## src/shared/wgsc_consts.vh

```
// Constants for the waveform generator state control block
`ifndef WGSC_CONSTS_VH
`define WGSC_CONSTS_VH

`define WGSC_REG_CTRL      8'h00
`define WGSC_REG_CFG       8'h04
`define WGSC_REG_DGAIN     8'h08
`define WGSC_REG_AGAIN     8'h0C
`define WGSC_REG_STATUS    8'h10

`define WGSC_CTRL_LOAD     0
`define WGSC_CTRL_OUTEN    1
`define WGSC_CTRL_INIT     2
`define WGSC_CTRL_ABORT    3
`define WGSC_CTRL_SWTRIG   4
`define WGSC_CTRL_RESET    5
`define WGSC_CTRL_COMMIT   6
`define WGSC_CTRL_OUTEN_UPD 7

`define WGSC_CFG_TSRC_LO   0
`define WGSC_CFG_TSRC_HI   1
`define WGSC_CFG_CONT      2
`define WGSC_CFG_CLKIN_EN  3
`define WGSC_CFG_CLKOUT_EN 4
`define WGSC_CFG_FL0_OE    5
`define WGSC_CFG_FL1_OE    6
`define WGSC_CFG_SCLK_EXT  7
`define WGSC_CFG_TB_EXT    8
`define WGSC_CFG_RDIV_LO   16
`define WGSC_CFG_RDIV_HI   23

`define WGSC_TSRC_IMM      2'h0
`define WGSC_TSRC_SW       2'h1
`define WGSC_TSRC_FL0      2'h2
`define WGSC_TSRC_FL1      2'h3

`define WGSC_CFG_RST       9'h000
`define WGSC_RDIV_RST      8'h00
`define WGSC_DGAIN_RST     16'h8000
`define WGSC_AGAIN_RST     16'hFFFF
`define WGSC_ATTEN_STEPS   12

`define WGSC_LED_OFF       2'h0
`define WGSC_LED_AMBER     2'h1
`define WGSC_LED_GREEN     2'h2
`define WGSC_LED_RED       2'h3

`define WGSC_CLK_MHZ       125
`define WGSC_RELAY_SETTLE_MS 10
`define WGSC_RELAY_SETTLE_CYC (`WGSC_RELAY_SETTLE_MS * `WGSC_CLK_MHZ * 1000)

`endif

```

## src/rtl/wgsc_top.v

```verilog
// Waveform generator state control with APB register access
`timescale 1ns/1ps
`default_nettype none
`include "wgsc_consts.vh"
module wgsc_top #(
  parameter [20:0] RELAY_SETTLE_CYC = `WGSC_RELAY_SETTLE_CYC
) (
  input  wire        mclk,
  input  wire        rst_n,
  input  wire        ce,
  input  wire        psel,
  input  wire        penable,
  input  wire        pwrite,
  input  wire [7:0]  paddr,
  input  wire [31:0] pwdata,
  output reg  [31:0] prdata,
  output wire        pready,
  output wire        pslverr,
  input  wire        temp_alarm,
  input  wire        pll_locked,
  input  wire        data_underflow,
  input  wire        gen_complete,
  input  wire [15:0] eng_sample,
  input  wire [15:0] osp_sample,
  input  wire        osp_enable,
  input  wire        function_line_zero_i,
  output reg         function_line_zero_o,
  output reg         function_line_zero_oe,
  input  wire        function_line_one_i,
  output reg         function_line_one_o,
  output reg         function_line_one_oe,
  output wire [7:0]  bp_trig_o,
  output wire [7:0]  bp_trig_oe,
  output reg         clk_out_oe,
  output reg         clk_in_en,
  output reg         sclk_src_ext,
  output reg         tb_tune_ext,
  output reg  [7:0]  rate_div,
  output reg         engine_run,
  output reg         started_evt,
  output wire [15:0] dac_data,
  output wire [3:0]  dac_atten,
  output reg         analog_out_pair_zero_en,
  output reg         analog_out_pair_one_en,
  output reg         out_term_gnd,
  output wire        relay_settling,
  output reg         power_down,
  output reg  [1:0]  led_color,
  output reg  [5:0]  gen_state
);
  localparam [5:0] ST_IDLE  = 6'h01;
  localparam [5:0] ST_WAIT  = 6'h02;
  localparam [5:0] ST_FIRST = 6'h04;
  localparam [5:0] ST_GEN   = 6'h08;
  localparam [5:0] ST_DONE  = 6'h10;
  localparam [5:0] ST_HWERR = 6'h20;

  function wgsc_mapped;
    input [7:0] a;
    begin
      wgsc_mapped = (a == `WGSC_REG_CTRL) || (a == `WGSC_REG_CFG) ||
                    (a == `WGSC_REG_DGAIN) || (a == `WGSC_REG_AGAIN) ||
                    (a == `WGSC_REG_STATUS);
    end
  endfunction

  reg [3:0]  sync1;
  reg [3:0]  sync2;
  reg [1:0]  fl_prev;
  reg        loaded;
  reg        out_en;
  reg [8:0]  cfg_p;
  reg [8:0]  cfg_a;
  reg [7:0]  rdiv_p;
  reg [15:0] dg_p;
  reg [15:0] dg_a;
  reg [15:0] ag_p;
  reg [15:0] ag_a;
  reg        therm;
  reg        pll_err;
  reg        unf_err;
  reg [5:0]  next_gen_state;

  // Pins from outside the clock domain: thermal, lock, two trigger lines
  always @(posedge mclk) begin
    if (!rst_n) begin
      sync1 <= 4'h0;
      sync2 <= 4'h0;
    end else if (ce) begin
      sync1 <= {function_line_one_i, function_line_zero_i, pll_locked, temp_alarm};
      sync2 <= sync1;
    end
  end

  wire temp_hot = sync2[0];
  wire lock_ok  = sync2[1];
  wire fl0      = sync2[2];
  wire fl1      = sync2[3];
  // Triggers are sampled on the same clock that paces the engine
  wire fl0_edge = fl0 & ~fl_prev[0];
  wire fl1_edge = fl1 & ~fl_prev[1];

  // APB decode; the slave answers in the first access cycle
  wire acc       = psel & penable;
  wire setup     = psel & ~penable;
  wire ctrl_hit  = (paddr == `WGSC_REG_CTRL);
  wire cmd_reset = acc & pwrite & ctrl_hit & pwdata[`WGSC_CTRL_RESET];
  wire err_core  = ~wgsc_mapped(paddr) |
                   (therm & ~cmd_reset) |
                   ((gen_state == ST_HWERR) & ~pwrite &
                    (paddr == `WGSC_REG_STATUS));
  assign pready  = 1'b1;
  assign pslverr = acc & err_core;
  wire wr_ok     = acc & pwrite & ~err_core;

  wire cmd_load   = wr_ok & ctrl_hit & pwdata[`WGSC_CTRL_LOAD];
  wire cmd_init   = wr_ok & ctrl_hit & pwdata[`WGSC_CTRL_INIT];
  wire cmd_abort  = wr_ok & ctrl_hit & pwdata[`WGSC_CTRL_ABORT];
  wire cmd_swtrig = wr_ok & ctrl_hit & pwdata[`WGSC_CTRL_SWTRIG];
  wire cmd_commit = wr_ok & ctrl_hit & pwdata[`WGSC_CTRL_COMMIT];
  wire cmd_outen  = wr_ok & ctrl_hit & pwdata[`WGSC_CTRL_OUTEN_UPD];
  wire cfg_wr     = wr_ok & (paddr == `WGSC_REG_CFG);
  wire dg_wr      = wr_ok & (paddr == `WGSC_REG_DGAIN);
  wire ag_wr      = wr_ok & (paddr == `WGSC_REG_AGAIN);

  // Software may edit pending settings in any state unless the thermal latch is set
  wire dynamic  = (gen_state == ST_WAIT) | (gen_state == ST_FIRST) |
                  (gen_state == ST_GEN);
  wire [1:0] tsrc = cfg_a[`WGSC_CFG_TSRC_HI:`WGSC_CFG_TSRC_LO];
  wire cont_mode  = cfg_a[`WGSC_CFG_CONT];

  reg ext_trig;
  always @* begin
    case (tsrc)
      `WGSC_TSRC_SW:  ext_trig = cmd_swtrig;
      `WGSC_TSRC_FL0: ext_trig = fl0_edge;
      `WGSC_TSRC_FL1: ext_trig = fl1_edge;
      default:        ext_trig = 1'b0;
    endcase
  end
  wire trig_hit = (tsrc == `WGSC_TSRC_IMM) | ext_trig;

  // Lock loss only counts once the clocking is in use
  wire err_evt = temp_hot | data_underflow | (dynamic & ~lock_ok);

  always @* begin
    next_gen_state = gen_state;
    case (gen_state)
      ST_IDLE: begin
        if (cmd_init)
          next_gen_state = ST_WAIT;
      end
      ST_WAIT: begin
        if (cmd_abort)
          next_gen_state = ST_IDLE;
        else if (trig_hit)
          next_gen_state = ST_FIRST;
      end
      ST_FIRST: begin
        if (cmd_abort)
          next_gen_state = ST_IDLE;
        else
          next_gen_state = ST_GEN;
      end
      ST_GEN: begin
        if (cmd_abort)
          next_gen_state = ST_IDLE;
        else if (gen_complete & ~cont_mode)
          next_gen_state = ST_DONE;
      end
      ST_DONE: begin
        if (cmd_abort)
          next_gen_state = ST_IDLE;
      end
      ST_HWERR: next_gen_state = ST_HWERR;
      default:  next_gen_state = ST_IDLE;
    endcase
    if (err_evt)
      next_gen_state = ST_HWERR;
    if (cmd_reset)
      next_gen_state = ST_IDLE;
  end

  always @(posedge mclk) begin
    if (!rst_n) begin
      gen_state   <= ST_IDLE;
      fl_prev     <= 2'h0;
      started_evt <= 1'b0;
      engine_run  <= 1'b0;
    end else if (ce) begin
      gen_state <= next_gen_state;
      fl_prev   <= {fl1, fl0};
      started_evt <= ~cmd_reset & ~cmd_abort & ~err_evt &
                     (((gen_state == ST_WAIT) & trig_hit) |
                      ((gen_state == ST_GEN) & ext_trig));
      // A non-thermal error leaves the engine running as it was
      if (next_gen_state == ST_HWERR)
        engine_run <= engine_run & ~temp_hot;
      else
        engine_run <= (next_gen_state == ST_FIRST) | (next_gen_state == ST_GEN);
    end
  end

  // Latched errors: a new event in the reset cycle still sets the flag
  always @(posedge mclk) begin
    if (!rst_n) begin
      therm   <= 1'b0;
      pll_err <= 1'b0;
      unf_err <= 1'b0;
    end else if (ce) begin
      therm   <= temp_hot | (therm & ~cmd_reset);
      pll_err <= (dynamic & ~lock_ok) | (pll_err & ~cmd_reset);
      unf_err <= data_underflow | (unf_err & ~cmd_reset);
    end
  end

  // Configuration: pending copies, and active copies that drive hardware
  always @(posedge mclk) begin
    if (!rst_n || (ce && cmd_reset)) begin
      if (!rst_n)
        loaded <= 1'b0;
      out_en <= 1'b1;
      cfg_p  <= `WGSC_CFG_RST;
      cfg_a  <= `WGSC_CFG_RST;
      rdiv_p <= `WGSC_RDIV_RST;
      rate_div <= `WGSC_RDIV_RST;
      dg_p   <= `WGSC_DGAIN_RST;
      dg_a   <= `WGSC_DGAIN_RST;
      ag_p   <= `WGSC_AGAIN_RST;
      ag_a   <= `WGSC_AGAIN_RST;
    end else if (ce) begin
      if (cmd_load)
        loaded <= 1'b1;
      if (cmd_outen)
        out_en <= pwdata[`WGSC_CTRL_OUTEN];
      if (cfg_wr) begin
        cfg_p  <= pwdata[8:0];
        rdiv_p <= pwdata[`WGSC_CFG_RDIV_HI:`WGSC_CFG_RDIV_LO];
      end
      if (dg_wr) begin
        dg_p <= pwdata[15:0];
        if (dynamic)
          dg_a <= pwdata[15:0];
      end
      if (ag_wr) begin
        ag_p <= pwdata[15:0];
        if (dynamic)
          ag_a <= pwdata[15:0];
      end
      // Commit only from idle; otherwise idle keeps the applied setup
      if (cmd_commit && gen_state == ST_IDLE) begin
        cfg_a    <= cfg_p;
        rate_div <= rdiv_p;
        dg_a     <= dg_p;
        ag_a     <= ag_p;
      end
    end
  end

  // Pin and output stage
  wire ch_on = loaded & out_en & ~therm;
  always @(posedge mclk) begin
    if (!rst_n) begin
      analog_out_pair_zero_en <= 1'b0;
      analog_out_pair_one_en  <= 1'b0;
      out_term_gnd            <= 1'b1;
      clk_out_oe              <= 1'b0;
      clk_in_en               <= 1'b0;
      sclk_src_ext            <= 1'b0;
      tb_tune_ext             <= 1'b0;
      function_line_zero_o    <= 1'b0;
      function_line_zero_oe   <= 1'b0;
      function_line_one_o     <= 1'b0;
      function_line_one_oe    <= 1'b0;
      power_down              <= 1'b0;
      led_color               <= `WGSC_LED_OFF;
    end else if (ce) begin
      analog_out_pair_zero_en <= ch_on;
      analog_out_pair_one_en  <= ch_on;
      out_term_gnd            <= ~ch_on;
      clk_out_oe              <= cfg_a[`WGSC_CFG_CLKOUT_EN];
      clk_in_en               <= cfg_a[`WGSC_CFG_CLKIN_EN];
      sclk_src_ext            <= cfg_a[`WGSC_CFG_SCLK_EXT];
      tb_tune_ext             <= cfg_a[`WGSC_CFG_TB_EXT];
      function_line_zero_o    <= started_evt;
      function_line_zero_oe   <= cfg_a[`WGSC_CFG_FL0_OE];
      function_line_one_o     <= started_evt;
      function_line_one_oe    <= cfg_a[`WGSC_CFG_FL1_OE];
      power_down              <= therm;
      if (gen_state == ST_HWERR || therm || pll_err || unf_err)
        led_color <= `WGSC_LED_RED;
      else if (gen_state == ST_WAIT)
        led_color <= `WGSC_LED_AMBER;
      else if (gen_state == ST_FIRST || gen_state == ST_GEN)
        led_color <= `WGSC_LED_GREEN;
      else
        led_color <= `WGSC_LED_OFF;
    end
  end

  // Backplane trigger lines are never driven by this block
  assign bp_trig_o  = 8'h00;
  assign bp_trig_oe = 8'h00;

  // Read data is captured in the setup cycle and held through access
  always @(posedge mclk) begin
    if (!rst_n) begin
      prdata <= 32'h00000000;
    end else if (ce && setup) begin
      case (paddr)
        `WGSC_REG_CTRL:   prdata <= {30'h00000000, out_en, loaded};
        `WGSC_REG_CFG:    prdata <= {8'h00, rdiv_p, 7'h00, cfg_p};
        `WGSC_REG_DGAIN:  prdata <= {16'h0000, dg_p};
        `WGSC_REG_AGAIN:  prdata <= {16'h0000, ag_p};
        `WGSC_REG_STATUS: prdata <= {16'h0000, relay_settling, led_color,
                                     therm, pll_err, unf_err, loaded, out_en,
                                     2'h0, gen_state};
        default:          prdata <= 32'h00000000;
      endcase
    end
  end

  // Samples keep flowing through gain when out_en alone opens the relay
  wire [15:0] sample_sel = osp_enable ? osp_sample : eng_sample;

  wgsc_gain u_gain (
    .mclk       (mclk),
    .rst_n      (rst_n),
    .ce         (ce),
    .sample_in  (sample_sel),
    .dgain      (dg_a),
    .again      (ag_a),
    .force_zero (~loaded | therm),
    .dac_data   (dac_data),
    .dac_atten  (dac_atten)
  );

  wgsc_relay_timer #(
    .SETTLE_CYC (RELAY_SETTLE_CYC)
  ) u_relay (
    .mclk        (mclk),
    .rst_n       (rst_n),
    .ce          (ce),
    .relay_state (ch_on),
    .settling    (relay_settling)
  );
endmodule
`default_nettype wire

```

## src/rtl/wgsc_gain.v

```verilog
// Digital gain stage and attenuation code for the DAC path
`timescale 1ns/1ps
`default_nettype none
`include "wgsc_consts.vh"
module wgsc_gain (
  input  wire        mclk,
  input  wire        rst_n,
  input  wire        ce,
  input  wire [15:0] sample_in,
  input  wire [15:0] dgain,
  input  wire [15:0] again,
  input  wire        force_zero,
  output reg  [15:0] dac_data,
  output reg  [3:0]  dac_atten
);
  // Quarter-decibel steps below full scale of the arbitrary gain
  function [3:0] wgsc_atten_code;
    input [15:0] g;
    reg   [3:0]  c;
    begin
      c = 4'h0;
      if (g < 16'hF8BC) c = 4'h1;
      if (g < 16'hF16E) c = 4'h2;
      if (g < 16'hEAD5) c = 4'h3;
      if (g < 16'hE42C) c = 4'h4;
      if (g < 16'hDDB4) c = 4'h5;
      if (g < 16'hD76B) c = 4'h6;
      if (g < 16'hD14F) c = 4'h7;
      if (g < 16'hCB60) c = 4'h8;
      if (g < 16'hC59D) c = 4'h9;
      if (g < 16'hC003) c = 4'hA;
      if (g < 16'hBA92) c = 4'hB;
      if (g < 16'hB53D) c = 4'hC;
      wgsc_atten_code = c;
    end
  endfunction

  wire signed [32:0] product = $signed(sample_in) * $signed({1'b0, dgain});
  wire signed [17:0] scaled  = product[32:15];
  // Gains above unity would wrap, so clip to the 16-bit range
  wire [15:0] clipped = (scaled > 18'sh07FFF) ? 16'h7FFF :
                        (scaled < -18'sh08000) ? 16'h8000 : scaled[15:0];

  always @(posedge mclk) begin
    if (!rst_n) begin
      dac_data  <= 16'h0000;
      dac_atten <= 4'h0;
    end else if (ce) begin
      dac_data  <= force_zero ? 16'h0000 : clipped;
      dac_atten <= wgsc_atten_code(again);
    end
  end
endmodule
`default_nettype wire

```

## src/rtl/wgsc_relay_timer.v

```verilog
// Settling timer started by each switch of the output relay
`timescale 1ns/1ps
`default_nettype none
`include "wgsc_consts.vh"
module wgsc_relay_timer #(
  parameter [20:0] SETTLE_CYC = `WGSC_RELAY_SETTLE_CYC
) (
  input  wire mclk,
  input  wire rst_n,
  input  wire ce,
  input  wire relay_state,
  output reg  settling
);
  reg        prev;
  reg [20:0] cnt;

  always @(posedge mclk) begin
    if (!rst_n) begin
      prev     <= 1'b0;
      cnt      <= 21'h000000;
      settling <= 1'b0;
    end else if (ce) begin
      prev <= relay_state;
      if (prev != relay_state) begin
        // A new switch restarts the full window
        cnt      <= SETTLE_CYC;
        settling <= 1'b1;
      end else if (cnt > 21'h000001) begin
        cnt <= cnt - 21'h000001;
      end else begin
        cnt      <= 21'h000000;
        settling <= 1'b0;
      end
    end
  end
endmodule
`default_nettype wire

```

## config.mk

```make
export PLATFORM = sky130hd
export DESIGN_NAME = wgsc_top
export DESIGN_NICKNAME = d
export VERILOG_FILES = /design/src/rtl/wgsc_top.v /design/src/rtl/wgsc_gain.v /design/src/rtl/wgsc_relay_timer.v
export VERILOG_INCLUDE_DIRS = /design/src /design/src/shared
export SDC_FILE = /design/constraint.sdc
export NUM_CORES = 1
export LEC_CHECK = 0
export BUFFER_PORTS_ARGS = -buffer_cell sky130_fd_sc_hd__buf_4
export CORE_MARGIN = 2
export CORE_UTILIZATION = 62
export CTS_BUF_LIST = sky130_fd_sc_hd__clkbuf_8
export DETAILED_ROUTE_END_ITERATION = 7
export GPL_TIMING_DRIVEN = 1
export MAX_ROUTING_LAYER = met4
export PLACE_DENSITY_LB_ADDON = 0.1
export RECOVER_POWER = 100
export SLEW_MARGIN = 20
export SYNTH_ARGS = -nofsm -noshare
export SYNTH_HDL_FRONTEND = slang
export SYNTH_HIERARCHICAL = 1
export SYNTH_SLANG_ARGS = --single-unit
```

## constraint.sdc

```tcl
create_clock -name mclk -period 11.8 [get_ports mclk]
set_input_delay 2.36 -clock mclk [delete_from_list [all_inputs] [get_ports mclk]]
set_output_delay 2.36 -clock mclk [all_outputs]
set_load 0.05 [all_outputs]
```

# ---- Word level (Yosys, flattened, before mapping)
# Index checks and enable logic that the tools add are counted.
dict set report word_totals {
  output_inout_bits 101
  word_cells 207
  in_bits 85
  regBits 207
}
dict set report classes {
  n_reduce_logical 29
  bitwise 62
  order_cmp 15
  n_eq_ne 19
  multipliers 1
  muxes 45
  addsub 1
}
# operator count
set op_table {}
lappend op_table {{less-than comparator 16 bit (second input constant)} 12}
lappend op_table {{2-to-1 mux 16 bit} 9}
lappend op_table {{case mux 24 bit (5 select lines)} 1}
lappend op_table {{2-to-1 mux 6 bit} 8}
lappend op_table {{2-to-1 mux 21 bit} 2}
lappend op_table {{case mux 6 bit (6 select lines)} 1}
lappend op_table {{bitwise AND 1 bit} 34}
lappend op_table {{multiplier 16 x 17 -> 33 bit} 1}
lappend op_table {{2-to-1 mux 4 bit} 6}
lappend op_table {{> comparator 21 x 1 -> 1 bit (second input constant)} 1}
lappend op_table {{subtractor 21 x 1 -> 21 bit (second input constant)} 1}
lappend op_table {{> comparator 18 x 16 -> 1 bit (second input constant)} 1}
lappend op_table {{less-than comparator 18 x 16 -> 1 bit (second input constant)} 1}
lappend op_table {{== test 8 x 4 -> 1 bit (second input constant)} 2}
lappend op_table {{NOT 1 bit} 15}
lappend op_table {{OR 1 bit} 13}
lappend op_table {{== test 6 x 3 -> 1 bit (second input constant)} 2}
lappend op_table {{== test 6 x 4 -> 1 bit (second input constant)} 2}
lappend op_table {{== test 6 bit (second input constant)} 2}
lappend op_table {{2-to-1 mux 3 bit} 4}
lappend op_table {{AND reduction 2 bit} 6}
lappend op_table {{2-to-1 mux 2 bit} 5}
lappend op_table {{nonzero test 2 bit} 5}
lappend op_table {{logical OR 1 bit} 9}
lappend op_table {{other kinds (17)} 29}

# ---- Depth between registers and ports, before layout
dict set report logic_depth {
  ltp_word 22
  mapped_depth 28
}

# ---- Modules after synthesis
# The synthesis kept the hierarchy.
# module n_inst seq_area_each_um2 cells_each area_each_um2
set by_module_without_submodules {}
lappend by_module_without_submodules {wgsc_gain 1 400.4 1114 9656.8}
lappend by_module_without_submodules {wgsc_top 1 3153.0 820 7194.4}
lappend by_module_without_submodules {wgsc_relay_timer 1 460.4 174 1351.3}

# ---- Worst setup path after synthesis
# OpenSTA, ideal clock, no wires.
dict set report synth_timing {
  path_kind {in2reg}
  startpoint {in osp_enable}
  endpoint {reg u_gain.dac_data[0]}
  required_time_ns 11.678
  setup_time_ns 0.122
  cell_stages 26
  arrival_time_ns 9.048
  slack_ns 2.630
  path_cell_list {clkbuf_1 -> buf_1 -> mux2_2 -> clkbuf_1 -> and2_1 -> fa_1 -> inv_1 -> fa_1 -> fa_1 -> inv_1 -> fa_1 -> fa_1 -> inv_1 -> fa_1 -> inv_1 -> ha_1 -> a21oi_1 -> o21ai_0 -> a21oi_1 -> a21oi_2 -> or3_4 -> a211o_1 -> nand3b_1 -> a21oi_2 -> buf_6 -> a221o_1}
}
dict set report synth_between {
  elab_chain_cells 6
}
# item line
set synth_rtl {}
lappend synth_rtl {{start, declared} wgsc_top.v:25} ;# input wire osp_enable,
lappend synth_rtl {{2-to-1 mux 16 bit *} wgsc_top.v:324} ;# wire [15:0] sample_sel = osp_enable ? osp_sample : eng_sample;
lappend synth_rtl {{net sample_sel[6]} wgsc_top.v:324}
lappend synth_rtl {{multiplier 16 x 17 -> 33 bit *} wgsc_gain.v:38} ;# wire signed [32:0] product = $signed(sample_in) * $signed({1'b0, dgain});
lappend synth_rtl {{less-than comparator 18 x 16 -> 1 bit} wgsc_gain.v:42} ;# (scaled < -18'sh08000) ? 16'h8000 : scaled[15:0];
lappend synth_rtl {{2-to-1 mux 16 bit} wgsc_gain.v:42}
lappend synth_rtl {{2-to-1 mux 16 bit *} wgsc_gain.v:41} ;# wire [15:0] clipped = (scaled > 18'sh07FFF) ? 16'h7FFF :
lappend synth_rtl {{2-to-1 mux 16 bit *} wgsc_gain.v:49} ;# dac_data <= force_zero ? 16'h0000 : clipped;
lappend synth_rtl {{end signal, assigned} wgsc_gain.v:49}
lappend synth_rtl {{end, declared} wgsc_gain.v:13} ;# output reg [15:0] dac_data,
# The timed path passes the listed nets; every way through them passes the cells marked *.
# A chain may end at the register's enable or synchronous reset.

# ---- Final worst setup path
dict set report layout_timing {
  startpoint {in osp_enable}
  endpoint {reg u_gain.dac_data[11]}
}
# Same word-level chain as after synthesis.

==> results.toml <==
[status]
status = "finished with violations"
failed_checks = "max-capacitance violations, max-slew violations"

[timing]
transition_time_at_the_pin_with_the_least_slew_margin_ns = 3.061
layout_worst_path_cycle_share = 0.8407
layout_min_cycle_time_ns = 9.921
final.setup.tns_ns = 0
maxClockFrequency_ghz = 0.1008
final_setup_fails = 0
setup_skew_after_layout_ns = 0.01891
hold_viol = 0
grt_setup_unrepaired = "false"
total_count_of_max_transition_violations_in_the_final_report = 168
max-slew-margin-rel = -1.041

[cts]
cts_hold_repair.buffers = 0
clock_tree.root_cell = "clkbuf_8"
cts.clk_slew.worst_paths_ns = 0.11
tritoncts_clock_tree = "yes"
htree_num_levels = 4
cts.repair.resized = 0
clock_insertion_delay_worst_skew_ns = 0.49
postCtsSetupRepairBufs = 0
clockBufferDepth = 2
number_of_clock_buffers_inserted_by_tritoncts = 17
clock-sinks = 200

[setup_path]
worst-endpoint-arrival_ns = 10.35
timing.critical_path.required_ns = 12.23
critPathMaxFanout = 16
worstSetupStartpointType = "input pin"
timing.reg2reg.worst_path_depth = 20
critical_path.endpoint_type = "register"
worst_reg_to_reg_setup_slack_ns = 3.84
setup.worst_path.start = "osp_enable"
crit-reg2reg-launch = "dg_a[1]"
terminus_of_the_critical_flop_to_flop_path = "u_gain/dac_data[11]"
kind_of_critical_path = "input pin to register"
endpoint = "u_gain/dac_data[11]"

[cells_and_area]
finish.net_count = 2577
fillers = 2474
insertedDiodeCount = 0
area_delta_synth_final_pct = 6.943
fraction_of_layout_cells_with_a_size_suffix_above_1 = 0.07622

[power_and_ir_drop]
ir_drop_mv = 0.1181
leakagePower_nw = 8.501
total_power_density_per_cell_area_nw_per_um2 = 84.36
fin_total_pwr_mw = 1.642

[drt]
drt_first_iter_violations = 1088
detailedRoute.firstPassIterationCount = 6
vias_per_cell = 5.912
totalWireLength_um = 47210
remaining_drcs = 0
per_cell_routed_wire_length_um = 18.33
number_of_vias_after_detailed_routing = 15220
ant_nets = 0

[placement]
dp_hpwl_um = 34740
portBuffers = 152
routabilityCongestion = 0.9327

[synth]
ys_seq_area_frac = 0.2205
netlist_area_um2 = 18200
yosys_warn_count = 6
netlist_instances = 2108
yosys-top-cells-area = "dfxtp_1, fa_1, ha_1"
leading_cell_type_by_number_of_instances_after_synthesis = "nand2_1"
synth_seq_cells = 200
synth-compound-area-share = 0.1274
yosys.area_share.xor_xnor = 0.01347
synth.area.mux_share = 0.05121
post-synth-top-area-fraction = 0.2189
most_used_flip_flop_cell_after_synthesis = "dfxtp_1"
yosys-top-cells-count = "nand2_1, inv_1, dfxtp_1"
yosys.area_share.simple = 0.2011
post_synth.cell_area_avg_um2 = 8.635
synth.lib_cells_used.distinct = 85
synth_largest_area_cell = "dfxtp_1"
dominant_combinational_cell_family_by_area_after_synthesis = "adder cells"
synth-edff-count = 1
async_reset_ff_frac = 0
adder_cell_share_of_the_synthesized_area = 0.2954

[floorplanning]
top_level_pins = 186
core_area_um2 = 28780
initial_core_util = 0.6325
die_x_um = 175.3
fp.dieH_um = 175.3
num_rows = 62
die_area_um2 = 30750

[grt]
track_usage = 0.3174
number_of_global_route_vias_before_repair = 15460
first_pass_grt_wire_length_um = 76210
number_of_antenna_violations_at_the_first_check_in_global_routing = 0
grt-ovfl-total = 0
grt_max_degree = 75

[job]
drv.max_cap_violation_count = 4

[hold_path]
holdCritPathClass = "register to register"
-- cells in the final DEF, fill, tap and decap left out, types with 17 or more instances in the layout --
| master | instances |
|---|---|
| nand3_1 | 25 |
| mux2i_1 | 74 |
| clkbuf_8 | 17 |
| fa_1 | 193 |
| nor2_1 | 118 |
| nand2_1 | 280 |
| dfxtp_1 | 199 |
| a31oi_1 | 17 |
| clkbuf_1 | 78 |
| a211oi_1 | 36 |
| nor2b_1 | 52 |
| conb_1 | 25 |
| a21boi_0 | 18 |
| o21ai_0 | 62 |
| buf_4 | 89 |
| ha_1 | 121 |
| a21oi_1 | 94 |
| and2_1 | 123 |
| inv_1 | 254 |
| nor3_1 | 24 |
-- worst min path at each step --
stage	start	end	slack, ns	cells after the start
after global placement	cfg_a[7]	cfg_a[7]	0.44	2
after global routing	cfg_a[8]	cfg_a[8]	0.48	2
final	cfg_a[8]	cfg_a[8]	0.46	2
after floorplan	cfg_a[3]	cfg_a[3]	0.43	2
after detailed placement	cfg_a[7]	cfg_a[7]	0.44	2
after CTS	cfg_a[7]	cfg_a[7]	0.46	2
-- flip-flops by register name, indices dropped and copies added (netlist names), 2 cells and up --
register	cells
led_color	2
u_gain/dac_data	16
rate_div	8
fl_prev	2
gen_state	6
dg_p	16
cfg_a	9
ag_p	16
u_relay/cnt	21
sync2	4
ag_a	16
dg_a	16
u_gain/dac_atten	4
sync1	4
prdata	24
cfg_p	9
rdiv_p	8
-- final cells by class --
type / instances / area (um^2) / share of cell area
clock inverter: 15 / 190.2 / 0.009770
tap: 384 / 480.5 / 0.02468
multi-input combinational: 1536 / 12630 / 0.6486
sequential: 200 / 4014 / 0.2062
inverter: 256 / 960.9 / 0.04936
clock buffer: 17 / 234.0 / 0.01202
timing repair buffer: 167 / 960.9 / 0.04936
-- power breakdown --
group,total (mW),switching (mW),internal (mW)
logic,0.457,0.295,0.162
clock network,0.467,0.271,0.196
registers,0.718,0.0215,0.697
-- metrics by stage --
stage | hold slack [ns] | area (um^2) | setup WS (ns) | utilization | cells
floorplan | 0.4315 | 18290 | 2.630 | - | 2131
global placement | 0.4373 | 19360 | 2.414 | 0.6728 | 2543
detailed placement | 0.4445 | 19360 | 2.344 | 0.6728 | 2543
CTS | 0.4579 | 19790 | 2.867 | 0.6875 | 2575
global route | 0.4766 | 19470 | 1.423 | 0.6764 | 2575
finish | 0.4579 | 19470 | 1.879 | 0.6764 | 2575
-- cells by family (layout without fill, tap and decap cells) --
family | after synthesis | count (layout)
simple gates | 736 | 736
compound gates | 342 | 342
mux | 91 | 91
xor+xnor | 28 | 28
flops | 200 | 200
other cells | 2 | 25
fa+ha+maj | 314 | 314
buf+inv | 395 | 455
-- critical path, cell delays in order --
cell,delay [ns]
buf_4,0.20
mux2_1,0.68
and2_0,0.30
fa_1,0.53
inv_1,0.05
fa_1,0.48
inv_1,0.06
fa_1,0.52
fa_1,0.53
fa_1,0.55
inv_1,0.05
fa_1,0.52
inv_1,0.09
ha_1,0.36
a21oi_1,0.23
o21ai_0,0.12
a21oi_1,0.22
a21oi_1,0.19
o41ai_1,0.46
and2b_1,0.21
xnor2_1,0.11
a211oi_1,1.28
a221o_1,0.24
-- layer usage --
metal | track usage | part of all wire | vias up
met5 | - | 0 | -
met4 | 0.1240 | 0.033 | 0
met3 | 0.04242 | 0.058 | 121
met2 | 0.5363 | 0.50 | 584
met1 | 0.3867 | 0.41 | 7455
li1 | - | - | 7064
Note: power is estimated with default switching activity, not from simulation.
